$ cat config.mk
export PLATFORM = sky130hd
export DESIGN_NAME = acsc_ctrl
export DESIGN_NICKNAME = d
export VERILOG_FILES = /design/src/acsc_pkg.sv /design/src/acsc_ctrl.sv
export SDC_FILE = /design/constraint.sdc
export NUM_CORES = 1
export LEC_CHECK = 0
export BUFFER_PORTS_ARGS = -buffer_cell sky130_fd_sc_hd__buf_2
export CORE_UTILIZATION = 35
export DETAILED_ROUTE_END_ITERATION = 10
export PLACE_DENSITY_LB_ADDON = 0.3
export REMOVE_ABC_BUFFERS = 1
export SLEW_MARGIN = 5
export SYNTH_ARGS = -nofsm -noshare
export SYNTH_HDL_FRONTEND = slang
export SYNTH_SLANG_ARGS = --single-unit
$ cat constraint.sdc
create_clock -name clk -period 11.75 [get_ports clk]
set_clock_uncertainty 0.1 [all_clocks]
set_input_delay 0 -clock clk [delete_from_list [all_inputs] [get_ports clk]]
set_output_delay 0 -clock clk [all_outputs]
set_load 0.01 [all_outputs]
$ cat src/acsc_pkg.sv
// Constants for the converter sequence and compare control block.
// Assumes one converter clock domain and a 32-bit AHB-Lite register bus.
package acsc_pkg;

    // ------------------------------------------------------------
    // Widths and sizes
    // ------------------------------------------------------------
    localparam int ACSC_IDX_W = 8;
    localparam int ACSC_NUM_CMP = 12;
    localparam int ACSC_NUM_SLOT = 16;
    localparam int ACSC_RES_W = 10;
    localparam int ACSC_CNT_W = 4;

    // ------------------------------------------------------------
    // Register indices, byte address is four times the index
    // ------------------------------------------------------------
    localparam logic [7:0] ACSC_IDX_CTL5 = 8'h05;
    localparam logic [7:0] ACSC_IDX_COMPARE_ENABLE_BITS = 8'h08;
    localparam logic [7:0] ACSC_IDX_DIEN = 8'h0C;
    localparam logic [7:0] ACSC_IDX_COMPARE_ABOVE_SELECT = 8'h0E;
    localparam logic [7:0] ACSC_IDX_CFG = 8'h10;
    localparam logic [7:0] ACSC_IDX_STAT0 = 8'h11;
    localparam logic [7:0] ACSC_IDX_STAT2 = 8'h12;
    localparam logic [7:0] ACSC_IDX_MASK = 8'h13;
    localparam logic [3:0] ACSC_IDX_SLOT_HI = 4'h2;

    // ------------------------------------------------------------
    // Field layouts and reset values
    // ------------------------------------------------------------
    localparam int ACSC_CTL5_SC = 6;
    localparam int ACSC_CTL5_SCAN = 5;
    localparam logic [7:0] ACSC_CTL5_WMASK = 8'h6F;
    localparam int ACSC_CFG_ETRIG = 0;
    localparam int ACSC_CFG_FIFO = 1;
    localparam int ACSC_CFG_SMP_LSB = 2;
    localparam int ACSC_CFG_LEN_LSB = 8;
    localparam logic [11:0] ACSC_CFG_WMASK = 12'hF1F;
    localparam int ACSC_STAT2_SEQ = 15;
    localparam logic [15:0] ACSC_STAT_RST = 16'h0000;

    // ------------------------------------------------------------
    // Sample time coding in converter clock cycles
    // ------------------------------------------------------------
    localparam logic [2:0] ACSC_SMP_CODE_MAX = 3'h7;
    localparam logic [4:0] ACSC_SMP_MAX_CYC = 5'h18;

    function automatic logic [4:0] acsc_smp_cycles(input logic [2:0] code);
        logic [4:0] cyc;
        case (code)
            3'h0: cyc = 5'h04;
            3'h1: cyc = 5'h06;
            3'h2: cyc = 5'h08;
            3'h3: cyc = 5'h0A;
            3'h4: cyc = 5'h0C;
            3'h5: cyc = 5'h10;
            3'h6: cyc = 5'h14;
            default: cyc = ACSC_SMP_MAX_CYC;
        endcase
        return cyc;
    endfunction

    typedef enum logic [1:0] {
        ACSC_ST_IDLE = 2'b00,
        ACSC_ST_SAMPLE = 2'b01,
        ACSC_ST_CONVERT = 2'b10
    } acsc_state_t;

endpackage

$ cat src/acsc_ctrl.sv
// Sequence, sample-time and compare control for a multiplexed SAR converter.
// Assumes the analog core shares clk and pulses conv_done with conv_result.
// Operation
// - Writing the start register aborts any sequence and starts a new one.
// - With external trigger on, one start write arms; each trigger then starts.
// - A conversion starts with the first cycle of its sampling phase.
// - Sample time code all ones gives 24 converter clock cycles.
// - Start bit 6 enables special-channel conversion using the channel code.
// - Start bit 5 picks one sequence (0) or continuous sequences (1).
// - External trigger on: continuous bit ignored, one sequence per trigger.
// - A 4-bit read-only counter names the slot receiving the current result.
// - Without FIFO mode the counter clears at sequence start and end.
// - The counter wraps to zero after its maximum and keeps counting.
// - Writing compare enable or direction aborts the running sequence.
// - Twelve compare enables select positions by conversion number.
// - Each position reports a successful compare in its own status flag.
// - Direction 0 flags result at or below value; 1 flags result above.
// - Twelve input enable bits hold digital input buffers on while set.
//
// Chosen here: the AHB-Lite interface to the registers.
`timescale 1ns/1ns
`default_nettype none
module acsc_ctrl
    import acsc_pkg::*;
#(
    parameter int NUM_CMP = ACSC_NUM_CMP,
    parameter int RES_W = ACSC_RES_W
) (
    input wire logic clk,
    input wire logic rst,
    input wire logic ce,
    input wire logic hsel,
    input wire logic [31:0] haddr,
    input wire logic [1:0] htrans,
    input wire logic hwrite,
    input wire logic [2:0] hsize,
    input wire logic [31:0] hwdata,
    input wire logic hready,
    output logic [31:0] hrdata,
    output logic hreadyout,
    output logic hresp,
    input wire logic ext_trigger_pin,
    output logic conv_start,
    output logic sample_active,
    output logic [3:0] conv_channel,
    output logic conv_special,
    input wire logic conv_done,
    input wire logic [RES_W-1:0] conv_result,
    output logic [NUM_CMP-1:0] digital_input_buffer_enable,
    output logic irq
);

    // ------------------------------------------------------------
    // Bus decode
    // ------------------------------------------------------------
    logic ap_valid_r;
    logic ap_write_r;
    logic [ACSC_IDX_W-1:0] ap_idx_r;
    logic [31:0] hrdata_r;
    logic [31:0] rd_val;

    // Address phase taken only when enabled; a frozen block holds the bus.
    wire logic ap_take = hsel && htrans[1] && hready && ce;
    wire logic [ACSC_IDX_W-1:0] ap_idx = haddr[ACSC_IDX_W+1:2];
    wire logic dp_wr = ap_valid_r && ap_write_r && ce;
    wire logic wr_ctl5 = dp_wr && (ap_idx_r == ACSC_IDX_CTL5);
    wire logic wr_cmp = dp_wr && ((ap_idx_r == ACSC_IDX_COMPARE_ENABLE_BITS) || (ap_idx_r == ACSC_IDX_COMPARE_ABOVE_SELECT));
    wire logic wr_slot = dp_wr && (ap_idx_r[7:4] == ACSC_IDX_SLOT_HI);
    wire logic rd_stat2 = ap_take && !hwrite && (ap_idx == ACSC_IDX_STAT2);

    assign hrdata = hrdata_r;
    assign hreadyout = ce;
    assign hresp = 1'h0;

    // Address phase capture; read data is latched so the data phase has zero waits.
    always_ff @(posedge clk or posedge rst) begin
        if (rst) begin
            ap_valid_r <= 1'h0;
            ap_write_r <= 1'h0;
            ap_idx_r <= '0;
            hrdata_r <= 32'h0000_0000;
        end else if (ce) begin
            ap_valid_r <= ap_take;
            ap_write_r <= hwrite;
            ap_idx_r <= ap_idx;
            if (ap_take && !hwrite) begin
                hrdata_r <= rd_val;
            end
        end
    end

    // ------------------------------------------------------------
    // Software registers
    // ------------------------------------------------------------
    logic [7:0] ctl5_r;
    logic [NUM_CMP-1:0] compare_enable_bits_r;
    logic [NUM_CMP-1:0] dien_r;
    logic [NUM_CMP-1:0] compare_above_select_r;
    logic [11:0] cfg_r;
    logic [15:0] mask_r;

    // Plain stores; side effects of these writes live in the sequencer.
    always_ff @(posedge clk or posedge rst) begin
        if (rst) begin
            ctl5_r <= 8'h00;
            compare_enable_bits_r <= '0;
            dien_r <= '0;
            compare_above_select_r <= '0;
            cfg_r <= 12'h000;
            mask_r <= ACSC_STAT_RST;
        end else if (dp_wr) begin
            case (ap_idx_r)
                ACSC_IDX_CTL5: ctl5_r <= hwdata[7:0] & ACSC_CTL5_WMASK;
                ACSC_IDX_COMPARE_ENABLE_BITS: compare_enable_bits_r <= hwdata[NUM_CMP-1:0];
                ACSC_IDX_DIEN: dien_r <= hwdata[NUM_CMP-1:0];
                ACSC_IDX_COMPARE_ABOVE_SELECT: compare_above_select_r <= hwdata[NUM_CMP-1:0];
                ACSC_IDX_CFG: cfg_r <= hwdata[11:0] & ACSC_CFG_WMASK;
                ACSC_IDX_MASK: mask_r <= hwdata[15:0];
                default: ;
            endcase
        end
    end

    // Buffers stay on for as long as the bit is set, whatever the sequencer does.
    assign digital_input_buffer_enable = dien_r;

    wire logic ext_en = cfg_r[ACSC_CFG_ETRIG];
    wire logic fifo_en = cfg_r[ACSC_CFG_FIFO];
    wire logic [2:0] smp_code = cfg_r[ACSC_CFG_SMP_LSB +: 3];
    wire logic [3:0] len_m1 = cfg_r[ACSC_CFG_LEN_LSB +: 4];
    wire logic sc_en = ctl5_r[ACSC_CTL5_SC];
    // A start write launches with the value being written, not the register's old one.
    wire logic [7:0] ctl5_eff = wr_ctl5 ? (hwdata[7:0] & ACSC_CTL5_WMASK) : ctl5_r;
    wire logic sc_eff = ctl5_eff[ACSC_CTL5_SC];
    wire logic [3:0] ch_code = ctl5_eff[3:0];
    // The trigger owns sequencing, so the scan bit is masked off under it.
    wire logic scan_eff = ctl5_r[ACSC_CTL5_SCAN] && !ext_en;

    // ------------------------------------------------------------
    // External trigger synchroniser
    // ------------------------------------------------------------
    logic [2:0] trig_sync_r;
    logic trig_lvl_r;

    // A change counts only once the second and third stages agree.
    wire logic trig_rise = (trig_sync_r[1] == trig_sync_r[2]) && trig_sync_r[1] && !trig_lvl_r;

    always_ff @(posedge clk or posedge rst) begin
        if (rst) begin
            trig_sync_r <= 3'h0;
            trig_lvl_r <= 1'h0;
        end else if (ce) begin
            trig_sync_r <= {trig_sync_r[1:0], ext_trigger_pin};
            if (trig_sync_r[1] == trig_sync_r[2]) begin
                trig_lvl_r <= trig_sync_r[1];
            end
        end
    end

    // ------------------------------------------------------------
    // Sequencer
    // ------------------------------------------------------------
    acsc_state_t state_r, state_nxt;
    logic [4:0] samp_cnt_r, samp_cnt_nxt;
    logic [3:0] idx_r, idx_nxt;
    logic [ACSC_CNT_W-1:0] cnt_r, cnt_nxt;
    logic [3:0] chan_r, chan_nxt;
    logic start_r, start_nxt;
    logic armed_r;

    wire logic done_evt = (state_r == ACSC_ST_CONVERT) && conv_done;
    wire logic last = (idx_r == len_m1);
    wire logic seq_end = done_evt && last;
    wire logic [ACSC_CNT_W-1:0] cnt_inc = cnt_r + 4'h1;
    // Start write launches at once; under the trigger it aborts and arms.
    wire logic launch = (wr_ctl5 && !ext_en)
        || (trig_rise && ext_en && armed_r)
        || (seq_end && scan_eff && !wr_cmp);
    wire logic abort = wr_cmp || (wr_ctl5 && ext_en);

    // Next-state logic; a launch beats an abort arriving in the same cycle.
    always_comb begin
        state_nxt = state_r;
        samp_cnt_nxt = samp_cnt_r;
        idx_nxt = idx_r;
        cnt_nxt = cnt_r;
        start_nxt = 1'h0;
        if (launch) begin
            state_nxt = ACSC_ST_SAMPLE;
            samp_cnt_nxt = acsc_smp_cycles(smp_code) - 5'h01;
            idx_nxt = 4'h0;
            cnt_nxt = fifo_en ? (done_evt ? cnt_inc : cnt_r) : 4'h0;
            start_nxt = 1'h1;
        end else if (abort) begin
            state_nxt = ACSC_ST_IDLE;
            cnt_nxt = fifo_en ? cnt_r : 4'h0;
        end else begin
            case (state_r)
                ACSC_ST_IDLE: ;
                ACSC_ST_SAMPLE: begin
                    if (samp_cnt_r == 5'h00) begin
                        state_nxt = ACSC_ST_CONVERT;
                    end else begin
                        samp_cnt_nxt = samp_cnt_r - 5'h01;
                    end
                end
                ACSC_ST_CONVERT: begin
                    if (conv_done) begin
                        cnt_nxt = cnt_inc;
                        if (last) begin
                            state_nxt = ACSC_ST_IDLE;
                            if (!fifo_en) begin
                                cnt_nxt = 4'h0;
                            end
                        end else begin
                            state_nxt = ACSC_ST_SAMPLE;
                            idx_nxt = idx_r + 4'h1;
                            samp_cnt_nxt = acsc_smp_cycles(smp_code) - 5'h01;
                            start_nxt = 1'h1;
                        end
                    end
                end
                default: state_nxt = ACSC_ST_IDLE;
            endcase
        end
        chan_nxt = start_nxt ? (sc_eff ? ch_code : ch_code + idx_nxt) : chan_r;
    end

    // Sequencer registers, all frozen while the clock enable is low.
    always_ff @(posedge clk or posedge rst) begin
        if (rst) begin
            state_r <= ACSC_ST_IDLE;
            samp_cnt_r <= 5'h00;
            idx_r <= 4'h0;
            cnt_r <= 4'h0;
            chan_r <= 4'h0;
            start_r <= 1'h0;
            armed_r <= 1'h0;
        end else if (ce) begin
            state_r <= state_nxt;
            samp_cnt_r <= samp_cnt_nxt;
            idx_r <= idx_nxt;
            cnt_r <= cnt_nxt;
            chan_r <= chan_nxt;
            start_r <= start_nxt;
            armed_r <= ext_en && (armed_r || wr_ctl5);
        end
    end

    assign conv_start = start_r;
    assign sample_active = (state_r == ACSC_ST_SAMPLE);
    assign conv_channel = chan_r;
    assign conv_special = sc_en;

    // ------------------------------------------------------------
    // Result slots and compare
    // ------------------------------------------------------------
    logic [RES_W-1:0] slot_r [ACSC_NUM_SLOT];
    logic [15:0] flag_set;
    logic [15:0] stat2_r;

    wire logic [RES_W-1:0] cur_slot = slot_r[cnt_r];
    wire logic cmp_on_cur = (32'(idx_r) < NUM_CMP) && compare_enable_bits_r[idx_r];
    wire logic compare_above_select_cur = compare_above_select_r[idx_r];
    // A compare-enabled result is not stored, so the reference survives the next pass.
    wire logic res_wr = done_evt && !cmp_on_cur;

    // One storage entry per slot; a converter result beats a bus write.
    for (genvar s = 0; s < ACSC_NUM_SLOT; s++) begin : g_slot
        always_ff @(posedge clk or posedge rst) begin
            if (rst) begin
                slot_r[s] <= '0;
            end else if (ce) begin
                if (res_wr && (cnt_r == s)) begin
                    slot_r[s] <= conv_result;
                end else if (wr_slot && (ap_idx_r[3:0] == s)) begin
                    slot_r[s] <= hwdata[RES_W-1:0];
                end
            end
        end
    end

    // Per-position compare evaluated at the end of that conversion.
    for (genvar p = 0; p < 16; p++) begin : g_cmp
        if (p < NUM_CMP) begin : g_on
            assign flag_set[p] = done_evt && compare_enable_bits_r[p] && (idx_r == p)
                && (compare_above_select_r[p] ? (conv_result > cur_slot)
                : (conv_result <= cur_slot));
        end else if (p == ACSC_STAT2_SEQ) begin : g_seq
            assign flag_set[p] = seq_end;
        end else begin : g_off
            assign flag_set[p] = 1'h0;
        end
    end

    // Sticky flags cleared by a status read; an event in the same cycle wins.
    always_ff @(posedge clk or posedge rst) begin
        if (rst) begin
            stat2_r <= ACSC_STAT_RST;
        end else if (ce) begin
            stat2_r <= (stat2_r & ~{16{rd_stat2}}) | flag_set;
        end
    end

    assign irq = |(stat2_r & mask_r);

    // ------------------------------------------------------------
    // Read mux
    // ------------------------------------------------------------
    wire logic busy = (state_r != ACSC_ST_IDLE);

    always_comb begin
        rd_val = 32'h0000_0000;
        case (ap_idx)
            ACSC_IDX_CTL5: rd_val = 32'(ctl5_r);
            ACSC_IDX_COMPARE_ENABLE_BITS: rd_val = 32'(compare_enable_bits_r);
            ACSC_IDX_DIEN: rd_val = 32'(dien_r);
            ACSC_IDX_COMPARE_ABOVE_SELECT: rd_val = 32'(compare_above_select_r);
            ACSC_IDX_CFG: rd_val = 32'(cfg_r);
            ACSC_IDX_STAT0: rd_val = 32'({armed_r, busy, 4'h0, cnt_r});
            ACSC_IDX_STAT2: rd_val = 32'(stat2_r);
            ACSC_IDX_MASK: rd_val = 32'(mask_r);
            default: begin
                if (ap_idx[7:4] == ACSC_IDX_SLOT_HI) begin
                    rd_val = 32'(slot_r[ap_idx[3:0]]);
                end
            end
        endcase
    end

    // ------------------------------------------------------------
    // Assertions
    // ------------------------------------------------------------
    logic [4:0] chk_run_r;
    logic [4:0] chk_len_r;

    // Counts the cycles actually spent sampling against the length chosen at start.
    always_ff @(posedge clk or posedge rst) begin
        if (rst) begin
            chk_run_r <= 5'h00;
            chk_len_r <= 5'h00;
        end else if (ce) begin
            chk_run_r <= start_nxt ? 5'h01 : (sample_active ? chk_run_r + 5'h01 : 5'h00);
            if (start_nxt) begin
                chk_len_r <= (smp_code == ACSC_SMP_CODE_MAX) ? ACSC_SMP_MAX_CYC
                    : acsc_smp_cycles(smp_code);
            end
        end
    end
endmodule // acsc_ctrl
`default_nettype wire

======== Word-level counts from Yosys, hierarchy flattened ========
Index checks and enable logic that the tools add are counted.
word-level totals
  flip-flop bits (word level) ............. 310
  logic and storage cells ................. 381
operators by class
  add/subtract/negate cells ............... 6
  magnitude comparators ................... 6
  eq/ne operators ......................... 76
  bitwise gates (word level) .............. 6
  reduce and logical (&&, ||, !) cells .... 157
  muxes and demuxes ....................... 94
operators with widths
  cell                                                  count
  two-way mux 10 bit                                    37
  one-hot mux 16 bit (8 select lines)                   1
  logical AND 1 bit                                     92
  binary-select mux 10 bit (select 4 bit)               2
  equality test 4 bit (second input constant)           20
  two-way mux 4 bit                                     15
  two-way mux 5 bit                                     11
  AND reduction 2 bit                                   25
  equality test 4 x 3 -> 1 bit (second input constant)  12
  equality test 8 x 4 -> 1 bit (second input constant)  6
  equality test 8 x 5 -> 1 bit (second input constant)  6
  one-hot mux 5 bit (7 select lines)                    1
  nonzero test 2 bit                                    17
  AND 16 bit                                            2
  equality test 4 x 2 -> 1 bit (second input constant)  8
  two-way mux 1 bit                                     19
  inequality test 3 bit (second input constant)         6
  equality test 8 x 3 -> 1 bit (second input constant)  2
  inverter 16 bit                                       1
  OR 16 bit                                             1
  OR reduction 16 bit                                   1
  subtractor 5 x 1 -> 5 bit (second input constant)     3
  equality test 4 x 1 -> 1 bit (second input constant)  3
  logical NOT 4 bit                                     3
  other kinds (32)                                      51

======== Longest topological paths before layout ========
  depth in word-level cells ............... 14
  mapped depth ............................ 14

======== Least setup slack after synthesis ========
Ideal clock, no wire load.
  path kind ............................... register to register
  start ................................... register cnt_r[0]
  end ..................................... register stat2_r[0]
  clock period less this slack ............ 4.218 ns
  path slack .............................. 7.532 ns
  arrival time ............................ 3.990 ns
  setup time .............................. 0.128 ns
  cell stages (with the launch flop) ...... 15
  cells stage by stage .................... dfrtp_1 -> clkbuf_1 -> buf_1 -> mux4_2 -> mux4_2 -> inv_1 -> ha_1 -> a21o_1 -> a21o_1 -> a211oi_1 -> o21ai_0 -> o311ai_1 -> clkbuf_1 -> xnor2_1 -> o21ai_0
on the way
  longest elaborated chain between the ends .. 8
  elaborated cells on any way between the ends .. 9
ends and longest elaborated chain
  item                                                                    line                                RTL
  start, declared                                                         acsc_ctrl.sv:166                    logic [ACSC_CNT_W-1:0] cnt_r, cnt_nxt;
  start signal, assigned                                                  acsc_ctrl.sv:243                    cnt_r <= cnt_nxt;
  inverter 4 -> 5 bit (not written as such) (*)                           acsc_ctrl.sv:262                    wire logic [RES_W-1:0] cur_slot = slot_r[cnt_r];
  binary-select mux 10 bit (select 4 bit) (*)                             acsc_ctrl.sv:262
  two-way mux 10 bit (not written as such) (*) (2 in series)              acsc_ctrl.sv:262
  less-or-equal comparator 10 bit or > comparator 10 bit (tied branches)  acsc_ctrl.sv:288, acsc_ctrl.sv:287
  two-way mux 1 bit (*)                                                   acsc_ctrl.sv:287                    && (compare_above_select_r[p] ? (conv_result > cur_slot)
  logical AND 1 bit (*)                                                   acsc_ctrl.sv:287
  OR 16 bit (*)                                                           acsc_ctrl.sv:301                    stat2_r <= (stat2_r & ~{16{rd_stat2}}) | flag_set;
  end signal, assigned                                                    acsc_ctrl.sv:301
  end, declared                                                           acsc_ctrl.sv:260                    logic [15:0] stat2_r;
Every way passes the cells marked *; elsewhere a longest branch is shown, timed or not. The select of a mux whose other input is x is not followed.
A chain may end at the register's enable or synchronous reset.

======== Final worst setup path ========
  start ................................... register idx_r[2]
  end ..................................... register slot_r[44] (netlist bit)
on the way
  longest elaborated chain between the ends .. 8
  elaborated cells on any way between the ends .. 10
ends and longest elaborated chain
  item                                     line              RTL
  start, declared                          acsc_ctrl.sv:165  logic [3:0] idx_r, idx_nxt;
  start signal, assigned                   acsc_ctrl.sv:242  idx_r <= idx_nxt;
  binary-select mux 1 bit (select 4 bit)   acsc_ctrl.sv:263  wire logic cmp_on_cur = (32'(idx_r) < NUM_CMP) && compare_enable_bits_r[idx_r];
  two-way mux 1 bit (not written as such)  acsc_ctrl.sv:263
  logical AND 1 bit (*)                    acsc_ctrl.sv:263
  logical NOT 1 bit (*)                    acsc_ctrl.sv:266  wire logic res_wr = done_evt && !cmp_on_cur;
  logical AND 1 bit (*)                    acsc_ctrl.sv:266
  logical AND 1 bit (*)                    acsc_ctrl.sv:274  if (res_wr && (cnt_r == s)) begin
  nonzero test 2 bit (no source line)      --
  AND reduction 2 bit (no source line)     --
  end signal, assigned by index            acsc_ctrl.sv:275  slot_r[s] <= conv_result;
  end signal, assigned by index            acsc_ctrl.sv:277  slot_r[s] <= hwdata[RES_W-1:0];
  end, declared                            acsc_ctrl.sv:258  logic [RES_W-1:0] slot_r [ACSC_NUM_SLOT];
Marked as above.

==> flow_metrics.env <==
export IMPL_path_cells="inv_1, a21o_1, a2111oi_1, a311oi_2, buf_4, nand4bb_1, nand3_1, o22ai_1, a21oi_1"
export IMPL_sequentialPowerShare_pct=43.3
export IMPL_path_max_fanout=17
export IMPL_grt_pass1_vias=14000
export IMPL_busiest_layer="met2"
export IMPL_drive_gt1_share_pct=22.6
export IMPL_antenna_found_initial=0
export IMPL_finalSetupTns_ns=0
export IMPL_maxCapViolCount=0
export IMPL_chipWidth_um=223
export IMPL_p_switching_mw=0.635
export IMPL_ant_nets=0
export IMPL_ys_seq_area_share_pct=43.1
export IMPL_synth_top_cell_area_share_pct=43.1
export IMPL_clock_fmax_mhz=237
export IMPL_first_pass_iters=5
export IMPL_synth_xor_area_share_pct=1.23
export IMPL_slowest_stage="nand3_1"
export IMPL_cp_endpoint="slot_r[44]"
export IMPL_yosysUniqueCellTypes=73
export IMPL_setup_violations=0
export IMPL_num_rows=80
export IMPL_synthArstFlopShare_pct=100
export IMPL_wirelength_mm=58.7
export IMPL_ys_warn_count=0
export IMPL_drtIter0Drc=1495
export IMPL_clkPwrFrac_pct=46.6
export IMPL_overflow=0
export IMPL_via_count=14100
export IMPL_cts_buffer_depth=3
export IMPL_grt_pass1_wl_mm=88.5
export IMPL_synth_cell_area_um2=17100
export IMPL_cts_tree="done"
export IMPL_max_slew_worst_pin_slew_ns=1.13
export IMPL_status="finished with violations"
export IMPL_violations="hold timing"
export IMPL_worst_setup_path_start_kind="flop"
export IMPL_r2r_slack_ns=7.53
export IMPL_fin_crit_ns=4.22
export IMPL_io_buffers=79
export IMPL_synth_compound_area_share_pct=16.0
export IMPL_htreeDepth=2
export IMPL_critical_path_class="flop to flop"
export IMPL_routedWlPerCell_um=25.5
export IMPL_worstPathRequired_ns=12.11
export IMPL_synth_edff_count=0
export IMPL_hp_class="primary input to async pin"
export IMPL_via_per_inst=6.13
export IMPL_syn_avg_cell_area_um2=10.5
export IMPL_core_area_um2=47900
export IMPL_slew_headroom_pct=24.6
export IMPL_ys_ff_latch=294
export IMPL_netlist_top_cell_by_area="dfrtp_1"
export IMPL_internal_power_mw=1.82
export IMPL_gp_congestion=0.876
export IMPL_use_met1_pct=31.8
export IMPL_cts_num_sinks=294
export IMPL_ir_drop_uv=79.5
export IMPL_arrival_ns=4.58
export IMPL_drc_errors=0
export IMPL_synth_top_family_by_area="multiplexers"
export IMPL_total_power_mw=2.45
export IMPL_cts_resized=0
export IMPL_globalRouteMet2Util_pct=36.1
export IMPL_insertion_delay_ns=0.54
export IMPL_area_growth_pct=13.6
export IMPL_synthMostInstantiatedCell="dfrtp_1"
export IMPL_finalHoldViolCount=10
export IMPL_synthMuxAreaShare_pct=20.3
export IMPL_synthCells=1623
export IMPL_max_stage_delay_ns=0.89
export IMPL_ys_flop_type="dfrtp_1"
export IMPL_ys_top_cells_by_count="dfrtp_1, nor2_1, a21oi_1"
export IMPL_root_buffer="clkbuf_16"
export IMPL_dpl_hpwl_mm=38.9
export IMPL_rsz0062_at_grt="no"
export IMPL_worstSetupStartpoint="idx_r[2]"
export IMPL_grt_max_degree=144
export IMPL_pin_count=141
export IMPL_leakagePower_nw=8.35
export IMPL_synth_simple_area_share_pct=12.8
export IMPL_die_h_um=223
export IMPL_synth_adder_area_share_pct=1.95
export IMPL_switching_share_pct=25.9
export IMPL_numCtsBuffers=34
export IMPL_holdWs_ns=-0.0100
export IMPL_grt_use_total_pct=23.7
export IMPL_start_util_pct=35.6
export IMPL_drv_slew=0
export IMPL_path_clk_slew_ns=0.06
export IMPL_power_frac_comb_pct=10.0
export IMPL_yosys_top_cells_area="dfrtp_1, mux4_2, nor2_1, mux2_2, o22ai_1"
export IMPL_power_density_nw_per_um2=127
export IMPL_nets=1775
export IMPL_dieArea_um2=49600
export IMPL_r2r_start="idx_r[2]"
export IMPL_met3_usage_pct=5.55
export IMPL_reg2regPathDepth=9
export IMPL_fin_crit_sh_pct=35.9
export IMPL_diodes=0
export IMPL_worstReg2RegEnd="slot_r[44]"
export IMPL_end_kind="flop"
-- cell usage in the layout, fill, tap and decap left out, drive strengths merged, types with 8 or more instances in the layout --
| cell type | instances |
|---|---|
| mux4 | 103 |
| a21oi | 135 |
| xnor2 | 19 |
| nand3 | 35 |
| a211oi | 51 |
| nor3b | 10 |
| nand3b | 9 |
| ha | 25 |
| mux2 | 83 |
| clkinv | 8 |
| nor3 | 13 |
| conb | 17 |
| inv | 26 |
| dlygate4sd3 | 38 |
| a221oi | 9 |
| nor2b | 11 |
| mux2i | 20 |
| nor2 | 261 |
| buf | 100 |
| o21ai | 41 |
| dfrtp | 294 |
| a22oi | 9 |
| o22ai | 102 |
| clkbuf | 48 |
| nand4 | 8 |
| a22o | 16 |
| o221a | 10 |
| o21a | 8 |
| nand2 | 86 |
-- worst max-delay path, delay by kind of cell, from the launching register on --
family	cells	cell delay, ns
AND/OR/NAND/NOR	2	1.71
flip-flops	1	0.67
AO/OA/AOI/OAI	5	1.17
buffers and inverters	2	0.48
-- power groups by stage --
stage	logic (mW)	clock network, mW	registers, mW
after floorplan	0.123	0	1.08
after global placement	0.232	0	1.08
after detailed placement	0.235	0	1.08
after CTS	0.245	1.16	1.06
after global routing	0.266	1.19	1.07
final	0.246	1.14	1.06
-- registers in the layout, indices dropped and copies added, names as in the netlist, 9 cells and up --
| signal | count |
|---|---|
| cfg_r | 9 |
| compare_above_select_r | 12 |
| compare_enable_bits_r | 12 |
| digital_input_buffer_enable | 12 |
| hrdata | 16 |
| mask_r | 16 |
| slot_r | 160 |
| stat2_r | 16 |
-- metrics by stage --
step	instances	utilization [%]	cell area (um^2)	setup WS [ns]	hold WS [ns]
after detailed placement	2203	37.1	17800	7.59	0.0409
after floorplan	1488	-	16400	3.53	-0.100
after global placement	2203	37.1	17800	7.60	0.0322
after global routing	2301	40.4	19400	7.39	0.0427
final	2301	40.4	19400	7.53	-0.0100
after CTS	2301	40.4	19400	7.58	0.0321
-- area by class of cell --
type / count / area, um^2
clock inverter: 12 / 160
fill: 4597 / 28600
timing repair buffer: 138 / 951
inverter: 26 / 105
tap: 615 / 769
clock buffer: 48 / 1030
multi-input combinational: 1168 / 9000
sequential: 294 / 7360
-- routing by layer --
layer / part of all wire (%) / up-vias / wire length (um)
li1: - / 6089 / -
met1: 40 / 7106 / 23400
met2: 45 / 778 / 26400
met3: 10 / 122 / 5990
met4: 5.0 / 0 / 2940
met5: 0 / - / 0
-- repair_timing --
action,in CTS,in global routing
hold buffers,38,0
buffers inserted,0,0
hold endpoints to repair,287,0
-- cell families (layout without fill, tap and decap cells) --
| kind of cell | Yosys count | after routing |
|---|---|---|
| xor gates and xnor gates | 24 | 24 |
| DFF | 294 | 294 |
| adders and majority gates | 26 | 26 |
| AOI/OAI and AO/OA | 417 | 417 |
| other | 1 | 17 |
| muxes | 206 | 206 |
| and+or+nand+nor | 478 | 478 |
| buffers and inverters | 177 | 224 |
-- worst min-delay path by stage --
stage               start  slack (ns)  cells past startpoint          to
floorplan              ce       -0.10                      0   hreadyout
global placement      rst        0.03                      2  slot_r[90]
detailed placement    rst        0.04                      2  slot_r[90]
CTS                   rst        0.03                      3  slot_r[90]
global route           ce        0.04                      4    idx_r[0]
finish                rst       -0.01                      3  slot_r[80]
(Power assumes the default switching activity.)
